## src/rcrb_defines.svh

```systemverilog
// Register offsets, field positions and reset values of the regulator config bank.
// Assumes inclusion by bare name from the package and the bank module.
`ifndef RCRB_DEFINES_SVH
`define RCRB_DEFINES_SVH

`define RCRB_OFS_SLOPE      8'h20
`define RCRB_OFS_ZERO3      8'h21
`define RCRB_OFS_MISC       8'h22
`define RCRB_OFS_SOFT_RESET_CMD       8'h23
`define RCRB_OFS_SHORT      8'h30
`define RCRB_OFS_BBOPT      8'h31
`define RCRB_OFS_COMP_CH1_CH2      8'h32
`define RCRB_OFS_COMP_CH3       8'h33
`define RCRB_OFS_COMP_CH4       8'h34

`define RCRB_SOFT_RESET_CMD_KEY       8'h55

`define RCRB_RST_SLOPE      8'h04
`define RCRB_RST_ZERO3      8'h40
`define RCRB_RST_MISC       8'h07
`define RCRB_RST_SOFT_RESET_CMD       8'h00
`define RCRB_RST_BBOPT      8'h02
`define RCRB_RST_COMP_CH1_CH2      8'h00
`define RCRB_RST_COMP_CH3       8'h00
`define RCRB_RST_COMP_CH4       8'h00

`define RCRB_MASK_SLOPE     8'hff
`define RCRB_MASK_ZERO3     8'h70
`define RCRB_MASK_MISC      8'h7f
`define RCRB_MASK_BBOPT     8'h0f
`define RCRB_MASK_COMP_CH1_CH2     8'hff
`define RCRB_MASK_COMP_CH3      8'h0f
`define RCRB_MASK_COMP_CH4      8'hf0

`define RCRB_BIT_FORCE      6
`define RCRB_BIT_PGPP       3
`define RCRB_BIT_EXTILIM    4
`define RCRB_BIT_PULSE_SKIP_CH1       1
`define RCRB_BIT_STEP_DOWN_ONLY_EN     0

`endif

```

## src/rcrb_pkg.sv

```systemverilog
// Types shared by the regulator config bank files.
// Assumes rcrb_defines.svh on the include path.
`include "rcrb_defines.svh"
package rcrb_pkg;
	typedef enum logic [1:0] {
		RCRB_IDLE = 2'b00,
		RCRB_SHUT = 2'b01
	} rcrb_state_type;
endpackage

```

## src/rcrb_reg8.sv

```systemverilog
// One 8-bit configuration register with load value, write mask and reload.
// Assumes synchronous active-low reset and a single clock.
`timescale 1ns/1ps
`default_nettype none
module rcrb_reg8 #(
	parameter logic [7:0] RST_VAL = 8'h00,
	parameter logic [7:0] MASK    = 8'hff
) (
	input  wire logic       i_clk,    // System clock
	input  wire logic       i_rst_b,  // Sync reset, low
	input  wire logic       i_reload, // Return to default
	input  wire logic       i_we,     // Write strobe
	input  wire logic [7:0] i_wdata,  // Write data
	output logic      [7:0] o_q       // Register value
);
	logic [7:0] q_reg;
	logic [7:0] q_next;

	// Undefined bits hold zero regardless of writes
	assign q_next = (!i_rst_b || i_reload) ? (RST_VAL & MASK) :
	                i_we ? (i_wdata & MASK) : q_reg;

	always_ff @(posedge i_clk) begin
		q_reg <= q_next;
	end

	assign o_q = q_reg;
endmodule // rcrb_reg8
`default_nettype wire

```

## src/rcrb_bank.sv

```systemverilog
// Regulator configuration and status register bank, offsets 0x20 to 0x34.
// Assumes a config-port front end that gives a one-cycle write strobe and
// reads combinationally; hard-short events arrive synchronous to i_clk.
// Notes on behaviour
// - Writing 0x55 to the soft-reset register starts a soft reset; register resets zero.
// - Soft reset reloads all defaults and shuts the chip regardless of enable pin.
// - Hard-short flags read-only, reset zero; bit 2n-1 negative, 2n-2 positive.
// - Channel 4 slope bits 7:6: 4.7, 2.2, 10, 6.8 uH; default 00.
// - Channel 3 ramp bits 5:4: supply over 14, 7, 28, 17.5; default 00.
// - Channel 2 slope bits 3:2 default 01, channel 1 bits 1:0 default 00.
// - Channel 3 filter zero bits 6:5 select LC pole band; default 10.
// - Bit 4 selects external switch limit: 0 is 200 mV, 1 is 100 mV.
// - Control bit 6 forces load switch one on, disabling its current limit.
// - With force set, load switch follows its enable bit and soft-reset shutdown, ignoring enable pin.
// - Control bit 3 selects power-good output: 0 open drain, 1 push-pull.
// - Control bits 2..0 enable pulse skipping channels 4,3,2; default 1.
// - Transition threshold bits 3:2 select 80, 85, 70, 75 percent.
// - Options bit 1 channel 1 pulse skipping default 1; bit 0 step-down only.
// - Pole selectors: code 00 is 0.35 Hz base, others two, four, eight times.
// - Channel 1, 2, 4 gain codes map to 20, 26, 32, 38 dB.
// - Channel 3 compensation: pole bits 3:2, gain bits 1:0 at 5..13 dB.
// - Channel 4 compensation: pole bits 7:6, gain bits 5:4; default 00.
`timescale 1ns/1ps
`include "rcrb_defines.svh"
`default_nettype none
module rcrb_bank
	import rcrb_pkg::*;
#(
	parameter int SHUT_CYCLES = 4
) (
	input  wire logic       i_clk,                  // 200 MHz clock
	input  wire logic       i_rst_b,                // Sync reset, low
	input  wire logic       i_wr,                   // Register write strobe
	input  wire logic [7:0] i_addr,                 // Register offset
	input  wire logic [7:0] i_wdata,                // Write data
	output logic      [7:0] o_rdata,                // Read data
	input  wire logic [7:0] i_short_evt,            // Hard-short events
	input  wire logic       i_global_en,            // Global enable pin
	input  wire logic       i_switch_enable_reg,    // Load switch enable bit
	output logic            o_chip_shutdown,        // Soft-reset shutdown
	output logic            o_load_switch_one,      // Load switch on
	output logic            o_load_switch_one_ilim, // Switch limit active
	output logic      [1:0] o_ch4_slope_sel,        // Ch4 slope
	output logic      [1:0] o_ch3_ramp_sel,         // Ch3 ramp
	output logic      [1:0] o_ch2_slope_sel,        // Ch2 slope
	output logic      [1:0] o_ch1_slope_sel,        // Ch1 slope
	output logic      [1:0] o_ch3_filter_zero_sel,  // Ch3 zero band
	output logic            o_ext_switch_ilim_sel,  // 1 is 100 mV
	output logic      [1:0] o_aux_regulator_voltage_sel, // Aux LDO volts
	output logic            o_power_good_pushpull_sel,   // PG type
	output logic      [3:0] o_pulse_skip,           // Ch4..ch1 skip enable
	output logic      [1:0] o_transition_threshold_sel,  // BB threshold
	output logic            o_step_down_only_en,    // Buck only
	output logic      [1:0] o_pole_sel [4],         // Pole per channel
	output logic      [1:0] o_gain_sel [4]          // Gain per channel
);
	localparam int NREG = 8;

	// Counter is eight bits wide
	if (SHUT_CYCLES < 1 || SHUT_CYCLES > 255) begin : g_bad_shut
		$error("SHUT_CYCLES out of range");
	end

	function automatic logic [7:0] ofs_of(input int idx);
		case (idx)
			0: ofs_of = `RCRB_OFS_SLOPE;
			1: ofs_of = `RCRB_OFS_ZERO3;
			2: ofs_of = `RCRB_OFS_MISC;
			3: ofs_of = `RCRB_OFS_SOFT_RESET_CMD;
			4: ofs_of = `RCRB_OFS_BBOPT;
			5: ofs_of = `RCRB_OFS_COMP_CH1_CH2;
			6: ofs_of = `RCRB_OFS_COMP_CH3;
			default: ofs_of = `RCRB_OFS_COMP_CH4;
		endcase
	endfunction

	localparam logic [7:0] RST_TAB [NREG] = '{`RCRB_RST_SLOPE, `RCRB_RST_ZERO3,
		`RCRB_RST_MISC, `RCRB_RST_SOFT_RESET_CMD, `RCRB_RST_BBOPT, `RCRB_RST_COMP_CH1_CH2,
		`RCRB_RST_COMP_CH3, `RCRB_RST_COMP_CH4};
	localparam logic [7:0] MASK_TAB [NREG] = '{`RCRB_MASK_SLOPE, `RCRB_MASK_ZERO3,
		`RCRB_MASK_MISC, 8'hff, `RCRB_MASK_BBOPT, `RCRB_MASK_COMP_CH1_CH2,
		`RCRB_MASK_COMP_CH3, `RCRB_MASK_COMP_CH4};

	logic [7:0]     q [NREG];
	logic [NREG-1:0] we;
	logic           soft_rst;
	logic [7:0]     short_reg;
	logic [7:0]     short_next;
	logic [7:0]     cnt_reg;
	logic [7:0]     cnt_next;
	rcrb_state_type state_reg;
	rcrb_state_type state_next;

	// Key write triggers reload of every register next edge
	assign soft_rst = i_wr && (i_addr == `RCRB_OFS_SOFT_RESET_CMD) &&
	                  (i_wdata == `RCRB_SOFT_RESET_CMD_KEY);

	genvar g;
	generate
		for (g = 0; g < NREG; g++) begin : g_reg
			assign we[g] = i_wr && (i_addr == ofs_of(g)) && !soft_rst;
			rcrb_reg8 #(
				.RST_VAL (RST_TAB[g]),
				.MASK    (MASK_TAB[g])
			) u_reg (
				.i_clk    (i_clk),
				.i_rst_b  (i_rst_b),
				.i_reload (soft_rst),
				.i_we     (we[g]),
				.i_wdata  (i_wdata),
				.o_q      (q[g])
			);
		end
	endgenerate

	// Flags are sticky; cleared only by reset or soft reset
	assign short_next = (!i_rst_b || soft_rst) ? 8'h00 :
	                    (short_reg | i_short_evt);

	always_ff @(posedge i_clk) begin
		short_reg <= short_next;
	end

	// Shutdown hold after soft reset
	always_comb begin
		state_next = state_reg;
		cnt_next   = cnt_reg;
		unique case (state_reg)
			RCRB_IDLE: begin
				if (soft_rst) begin
					state_next = RCRB_SHUT;
					cnt_next   = 8'(SHUT_CYCLES - 1);
				end
			end
			RCRB_SHUT: begin
				if (cnt_reg == 8'h00) begin
					state_next = RCRB_IDLE;
				end else begin
					cnt_next = cnt_reg - 8'h01;
				end
			end
			default: begin
				state_next = RCRB_IDLE;
			end
		endcase
		if (!i_rst_b) begin
			state_next = RCRB_IDLE;
			cnt_next   = 8'h00;
		end
	end

	always_ff @(posedge i_clk) begin
		state_reg <= state_next;
		cnt_reg   <= cnt_next;
	end

	assign o_chip_shutdown = (state_reg == RCRB_SHUT);

	// Read mux
	always_comb begin
		o_rdata = 8'h00;
		if (i_addr == `RCRB_OFS_SHORT) begin
			o_rdata = short_reg;
		end
		for (int k = 0; k < NREG; k++) begin
			if (i_addr == ofs_of(k)) begin
				o_rdata = q[k];
			end
		end
	end

	// Field taps
	assign o_ch4_slope_sel       = q[0][7:6];
	assign o_ch3_ramp_sel        = q[0][5:4];
	assign o_ch2_slope_sel       = q[0][3:2];
	assign o_ch1_slope_sel       = q[0][1:0];
	assign o_ch3_filter_zero_sel = q[1][6:5];
	assign o_ext_switch_ilim_sel = q[1][`RCRB_BIT_EXTILIM];
	assign o_aux_regulator_voltage_sel = q[2][5:4];
	assign o_power_good_pushpull_sel   = q[2][`RCRB_BIT_PGPP];
	assign o_pulse_skip = {q[2][2:0], q[4][`RCRB_BIT_PULSE_SKIP_CH1]};
	assign o_transition_threshold_sel  = q[4][3:2];
	assign o_step_down_only_en = q[4][`RCRB_BIT_STEP_DOWN_ONLY_EN];
	assign o_pole_sel[0] = q[5][3:2];
	assign o_gain_sel[0] = q[5][1:0];
	assign o_pole_sel[1] = q[5][7:6];
	assign o_gain_sel[1] = q[5][5:4];
	assign o_pole_sel[2] = q[6][3:2];
	assign o_gain_sel[2] = q[6][1:0];
	assign o_pole_sel[3] = q[7][7:6];
	assign o_gain_sel[3] = q[7][5:4];

	// Load switch one gating
	assign o_load_switch_one_ilim = !q[2][`RCRB_BIT_FORCE];
	assign o_load_switch_one = !o_chip_shutdown && i_switch_enable_reg &&
		(q[2][`RCRB_BIT_FORCE] || i_global_en);

	key_write_reload_a: assert property (@(posedge i_clk) disable iff (!i_rst_b)
		soft_rst |=> (q[0] == `RCRB_RST_SLOPE) && (q[2] == `RCRB_RST_MISC)
		&& (q[3] == 8'h00))
		else $error("soft reset did not reload defaults");

	shutdown_hold_a: assert property (@(posedge i_clk) disable iff (!i_rst_b)
		soft_rst |=> o_chip_shutdown && !o_load_switch_one)
		else $error("shutdown not entered");

	short_sticky_a: assert property (@(posedge i_clk) disable iff (!i_rst_b)
		(i_short_evt != 8'h00) && !soft_rst |=>
		((short_reg & $past(i_short_evt)) == $past(i_short_evt)))
		else $error("short flag lost");

	slope_write_a: assert property (@(posedge i_clk) disable iff (!i_rst_b)
		we[0] |=> (o_ch4_slope_sel == $past(i_wdata[7:6]))
		&& (o_ch2_slope_sel == $past(i_wdata[3:2])))
		else $error("slope write not applied");

	zero_write_a: assert property (@(posedge i_clk) disable iff (!i_rst_b)
		we[1] |=> (q[1] == ($past(i_wdata) & 8'h70)))
		else $error("undefined bits not zero");

	force_switch_a: assert property (@(posedge i_clk) disable iff (!i_rst_b)
		q[2][6] && i_switch_enable_reg && !o_chip_shutdown
		|-> o_load_switch_one && !o_load_switch_one_ilim)
		else $error("forced switch not on");

	misc_fields_a: assert property (@(posedge i_clk) disable iff (!i_rst_b)
		we[2] |=> (o_pulse_skip[3:1] == $past(i_wdata[2:0]))
		&& (o_power_good_pushpull_sel == $past(i_wdata[3])))
		else $error("control fields wrong");

	comp_ch4_write_a: assert property (@(posedge i_clk) disable iff (!i_rst_b)
		we[7] |=> (o_pole_sel[3] == $past(i_wdata[7:6]))
		&& (q[7][3:0] == 4'h0))
		else $error("ch4 compensation wrong");

	soft_reset_cmd_store_a: assert property (@(posedge i_clk) disable iff (!i_rst_b)
		i_wr && (i_addr == `RCRB_OFS_SOFT_RESET_CMD) && (i_wdata != `RCRB_SOFT_RESET_CMD_KEY)
		|=> (q[3] == $past(i_wdata)))
		else $error("soft reset register not stored");

	short_clear_a: assert property (@(posedge i_clk) disable iff (!i_rst_b)
		soft_rst |=> (short_reg == 8'h00))
		else $error("short flags not cleared");

	shut_count_a: assert property (@(posedge i_clk) disable iff (!i_rst_b)
		soft_rst |=> (cnt_reg == 8'(SHUT_CYCLES - 1)))
		else $error("shutdown count not loaded");

	shut_end_a: assert property (@(posedge i_clk) disable iff (!i_rst_b)
		o_chip_shutdown && (cnt_reg == 8'h00) && !soft_rst |=> !o_chip_shutdown)
		else $error("shutdown did not end");

	shut_quiet_a: assert property (@(posedge i_clk) disable iff (!i_rst_b)
		!o_chip_shutdown && !soft_rst |=> !o_chip_shutdown)
		else $error("spurious shutdown");

	shut_switch_a: assert property (@(posedge i_clk) disable iff (!i_rst_b)
		o_chip_shutdown |-> !o_load_switch_one)
		else $error("switch on during shutdown");

	reload_rest_a: assert property (@(posedge i_clk) disable iff (!i_rst_b)
		soft_rst |=> (q[1] == `RCRB_RST_ZERO3) && (q[4] == `RCRB_RST_BBOPT)
		&& (q[5] == 8'h00) && (q[6] == 8'h00) && (q[7] == 8'h00))
		else $error("soft reset left a register set");

	skip_default_a: assert property (@(posedge i_clk) disable iff (!i_rst_b)
		soft_rst |=> (o_pulse_skip == 4'hf))
		else $error("pulse skip default wrong");

	short_ro_a: assert property (@(posedge i_clk) disable iff (!i_rst_b)
		i_wr && (i_addr == `RCRB_OFS_SHORT) && !soft_rst && (i_short_evt == 8'h00)
		|=> (short_reg == $past(short_reg)))
		else $error("short flags written");

	short_read_a: assert property (@(posedge i_clk) disable iff (!i_rst_b)
		(i_addr == `RCRB_OFS_SHORT) |-> (o_rdata == short_reg))
		else $error("short flags misread");

	reset_value_a: assert property (@(posedge i_clk)
		!i_rst_b |=> (q[2] == `RCRB_RST_MISC) && (short_reg == 8'h00)
		&& (q[0] == `RCRB_RST_SLOPE) && !o_chip_shutdown)
		else $error("reset values wrong");

	unmapped_read_a: assert property (@(posedge i_clk) disable iff (!i_rst_b)
		(i_addr < 8'h20) || (i_addr > 8'h34) || ((i_addr > 8'h23) && (i_addr < 8'h30))
		|-> (o_rdata == 8'h00))
		else $error("unmapped offset not zero");

	reg_hold_a: assert property (@(posedge i_clk) disable iff (!i_rst_b)
		!i_wr && !soft_rst |=> (q[0] == $past(q[0])) && (q[2] == $past(q[2])))
		else $error("register changed without write");

	ramp_write_a: assert property (@(posedge i_clk) disable iff (!i_rst_b)
		we[0] |=> (o_ch3_ramp_sel == $past(i_wdata[5:4]))
		&& (o_ch1_slope_sel == $past(i_wdata[1:0])))
		else $error("ramp or ch1 slope wrong");

	zero_field_a: assert property (@(posedge i_clk) disable iff (!i_rst_b)
		we[1] |=> (o_ch3_filter_zero_sel == $past(i_wdata[6:5]))
		&& (o_ext_switch_ilim_sel == $past(i_wdata[4])))
		else $error("zero band or limit wrong");

	ilim_write_a: assert property (@(posedge i_clk) disable iff (!i_rst_b)
		we[2] |=> (o_load_switch_one_ilim == !$past(i_wdata[6])))
		else $error("switch limit wrong");

	switch_gate_a: assert property (@(posedge i_clk) disable iff (!i_rst_b)
		!q[2][6] && !i_global_en |-> !o_load_switch_one)
		else $error("switch on without enable pin");

	misc_mask_a: assert property (@(posedge i_clk) disable iff (!i_rst_b)
		we[2] |=> (q[2][7] == 1'b0)
		&& (o_aux_regulator_voltage_sel == $past(i_wdata[5:4])))
		else $error("control register bits wrong");

	bbopt_write_a: assert property (@(posedge i_clk) disable iff (!i_rst_b)
		we[4] |=> (o_transition_threshold_sel == $past(i_wdata[3:2]))
		&& (o_pulse_skip[0] == $past(i_wdata[1]))
		&& (o_step_down_only_en == $past(i_wdata[0])))
		else $error("options fields wrong");

	bbopt_mask_a: assert property (@(posedge i_clk) disable iff (!i_rst_b)
		we[4] |=> (q[4][7:4] == 4'h0))
		else $error("options upper bits not zero");

	comp_ch1_ch2_write_a: assert property (@(posedge i_clk) disable iff (!i_rst_b)
		we[5] |=> (o_pole_sel[0] == $past(i_wdata[3:2]))
		&& (o_gain_sel[0] == $past(i_wdata[1:0]))
		&& (o_pole_sel[1] == $past(i_wdata[7:6]))
		&& (o_gain_sel[1] == $past(i_wdata[5:4])))
		else $error("ch1 ch2 compensation wrong");

	comp_ch3_write_a: assert property (@(posedge i_clk) disable iff (!i_rst_b)
		we[6] |=> (o_pole_sel[2] == $past(i_wdata[3:2]))
		&& (o_gain_sel[2] == $past(i_wdata[1:0])) && (q[6][7:4] == 4'h0))
		else $error("ch3 compensation wrong");

	comp_ch4_gain_a: assert property (@(posedge i_clk) disable iff (!i_rst_b)
		we[7] |=> (o_gain_sel[3] == $past(i_wdata[5:4])))
		else $error("ch4 gain wrong");

	key_blocks_write_a: assert property (@(posedge i_clk) disable iff (!i_rst_b)
		soft_rst |-> (we == '0))
		else $error("write strobe during soft reset");
endmodule // rcrb_bank
`default_nettype wire

```

## config.mk

```make
export PLATFORM = sky130hd
export DESIGN_NAME = rcrb_bank
export DESIGN_NICKNAME = d
export VERILOG_FILES = /design/src/rcrb_pkg.sv /design/src/rcrb_reg8.sv /design/src/rcrb_bank.sv
export VERILOG_INCLUDE_DIRS = /design/src
export SDC_FILE = /design/constraint.sdc
export NUM_CORES = 1
export LEC_CHECK = 0
export ABC_AREA = 1
export BUFFER_PORTS_ARGS = -buffer_cell sky130_fd_sc_hd__buf_2
export CORE_UTILIZATION = 25
export CTS_CLUSTER_DIAMETER = 150
export DETAILED_ROUTE_END_ITERATION = 7
export PLACE_DENSITY = 0.44
export SYNTH_ARGS = -nofsm -noshare
export SYNTH_HDL_FRONTEND = slang
export SYNTH_SLANG_ARGS = --single-unit
```

## constraint.sdc

```tcl
create_clock -name i_clk -period 1.7 [get_ports i_clk]
set_input_delay 0.085 -clock i_clk [delete_from_list [all_inputs] [get_ports i_clk]]
set_output_delay 0.085 -clock i_clk [all_outputs]
set_load 0.01 [all_outputs]
```

==> results.md <==
* Final setup TNS at 0 ps
* Critical path type: reg2reg
* P_leak at 0.00188 uW
* Worst slew pin tran at 532 ps
* Per-cell routed wire length at 13.6 um
* Share of cells above drive strength 1 at 25.9%
* Drt pass-1 iters at 4
* FF-to-FF path depth at 8
* Worst path arrival time at 1710 ps
* YS warnings at 0
* Die H at 114 um
* Syn Std Cell Area at 3130 sq um
* Crit path launch type: register
* Post-synth cell types at 33
* Fmax at 667 MHz
* Die width at 114 um
* Most frequent cells in the layout: nand2_1 (95), buf_2 (76), dfxtp_1 (63)
* Hold path depth at 3
* DRT Wirelength at 9580 um
* Diodes inserted at 0
* RSZ-0062 raised after global routing: false
* Clock sink count at 63
* Max cap viols at 0
* Hold Crit Class: in2reg
* Clock Tree Root: clkbuf_16
* Core region area at 12,100 sq um
* Initial antenna violation count at 0
* Largest register FFs at 46
* Endpoints failing setup at 0
* Synth Net Count at 471
* Most common cell after layout, fill and taps aside: nand2_1
* Max incr delay on CP at 310 ps
* Vias in the first global route at 2,989
* I/O pins at 77
* Post-route ant nets at 0
* DR vias at 3,091
* Yosys reg bits at 63
* Slew Limit Headroom at 64.5%
* Die area at 13,000 sq um
* CTS Buf Count at 9
* Row Count at 40
* Tcrit/Tclk final at 88.1%
* CTS tree: done
* Crit-path slowest cell: dfxtp_1
* Layout area overhead at 30.9%
* Worst-path cell chain: inv_1 -> ha_1 -> nor3b_1 -> nand2_1 -> nand2_2 -> inv_2 -> o21ai_0 -> a21oi_1
* First-pass GRT wire length at 15,300 um
* Sequential fraction of the synthesis area at 40.3%
* Synth top area cells: dfxtp_1 (40%), nand2_1 (11%), nand3_1 (9.9%), a21oi_1 (8.8%), nor2_1 (4.8%)
* DR iter-0 viols at 146
* Crit path max fanout at 9
* Vias per cell at 4.39
* Critical Path RT at 1910 ps
* Layout Skew at 1.27 ps
* Average size of a mapped cell at 7.11 sq um
* DP HPWL at 7090 um
* Clock buffer depth at 2
* Final Slew Violations at 0
* Status: completed
* CTS H-Tree Depth at 3
* Largest area contributor in the netlist: dfxtp_1
* Largest net degree at the start of global routing at 33
* Nets at 562
* Worst skew pair latency at 330 ps
* Cells after synthesis at 440
* PwrDens at 867 nW/um^2
* Setup bufs post-CTS at 0
* Port Buf Inserts at 76
* Worst vdd ir at 0.457 mV
* Final Hold Fails at 0
* Initial Utilization at 25.8%
* Area share of the largest cell type after synthesis at 40.3%
* GP Congestion at 0.799
* Overflow after GRT at 0
* DRC at 0
* Total track usage at 15.5%
* Final Core Density at 33.8%
* Period minus WS final at 1500 ps
* Clock Pin Slew Worst Setup and Hold Paths at 50 ps
* Critical Path Sink Type: register
==> critical path, delay by kind of cell (launching register included) <==
kind            cells  cell delay, ps
simple gates        3             460
flops               1             310
compound gates      2             240
buf+inv             2             210
fa+ha+maj           1             150
==> final timing paths <==
check | start | end | slack, ps
worst max register to register | cnt_reg[0]$_SDFFE_PN0P_ | cnt_reg[1]$_SDFFE_PN0P_ | 200
worst min register to register | g_reg[3].u_reg.o_q[1]$_SDFFE_PP0P_ | g_reg[3].u_reg.o_q[1]$_SDFFE_PP0P_ | 450
worst min-delay path | i_rst_b | cnt_reg[7]$_SDFFE_PN0P_ | 40
worst max-delay path | cnt_reg[0]$_SDFFE_PN0P_ | cnt_reg[1]$_SDFFE_PN0P_ | 200
==> repair_timing <==
item	CTS	global route
endpoints found under the hold margin	8	0
hold buffers	8	0
setup endpoints to repair	0	1
gates resized for setup	0	2
==> through the flow <==
stage	instance area, sq um	total power, uW	setup slack [ps]	hold slack [ps]	std cells
4_1_cts	4090	3600	139	30.4	704
6_report	4100	3550	202	42.3	704
3_3_place_gp	3720	1730	174	306	680
3_5_place_dp	3720	1730	151	313	680
5_1_grt	4100	3670	42.9	50.4	704
2_1_floorplan	3130	1630	393	208	440
==> kinds of logic after synthesis <==
kind of cell | after synthesis | share of synthesized area [%]
simple gates | 226 | 34.6
compound gates | 82 | 13.6
flops | 63 | 40.3
buf+inv | 61 | 9.00
xor+xnor | 6 | 1.68
fa+ha+maj | 2 | 0.800
==> synthesized netlist by cell type (all sizes together) <==
| cell type | count |
|---|---|
| a21oi | 55 |
| buf | 16 |
| clkbuf | 2 |
| clkinv | 1 |
| dfxtp | 63 |
| ha | 2 |
| inv | 42 |
| nand2 | 103 |
| nand3 | 63 |
| nand4 | 4 |
| nor2 | 50 |
| nor3 | 2 |
| nor3b | 1 |
| o211ai | 4 |
| o21ai | 22 |
| o21bai | 1 |
| or2 | 3 |
| xnor2 | 1 |
| xor2 | 5 |
==> report_power, final <==
part / internal (uW) / switching (uW) / total, uW
sequential: 1490 / 8.12 / 1500
combinational: 79.3 / 133 / 212
clock: 1170 / 669 / 1840
==> metal layers <==
metal  GRT usage [%]  share of wire (%)  up-vias
met3            3.35                4.4       11
met5               0                  0        -
met4            5.45                1.5        0
li1                -                  -     1625
met2            26.8                 49       65
met1            18.9                 45     1390
==> cell type report <==
| class | count | area, sq um |
|---|---|---|
| Clock buffer | 12 | 246 |
| Inverter | 43 | 165 |
| Timing Repair Buffer | 98 | 578 |
| Sequential cell | 63 | 1260 |
| Fill cell | 1330 | 8020 |
| Clock inverter | 4 | 45.0 |
| Tap cell | 168 | 210 |
| Multi-Input combinational cell | 316 | 1590 |
No activity file was read; power rests on OpenSTA's default activity.
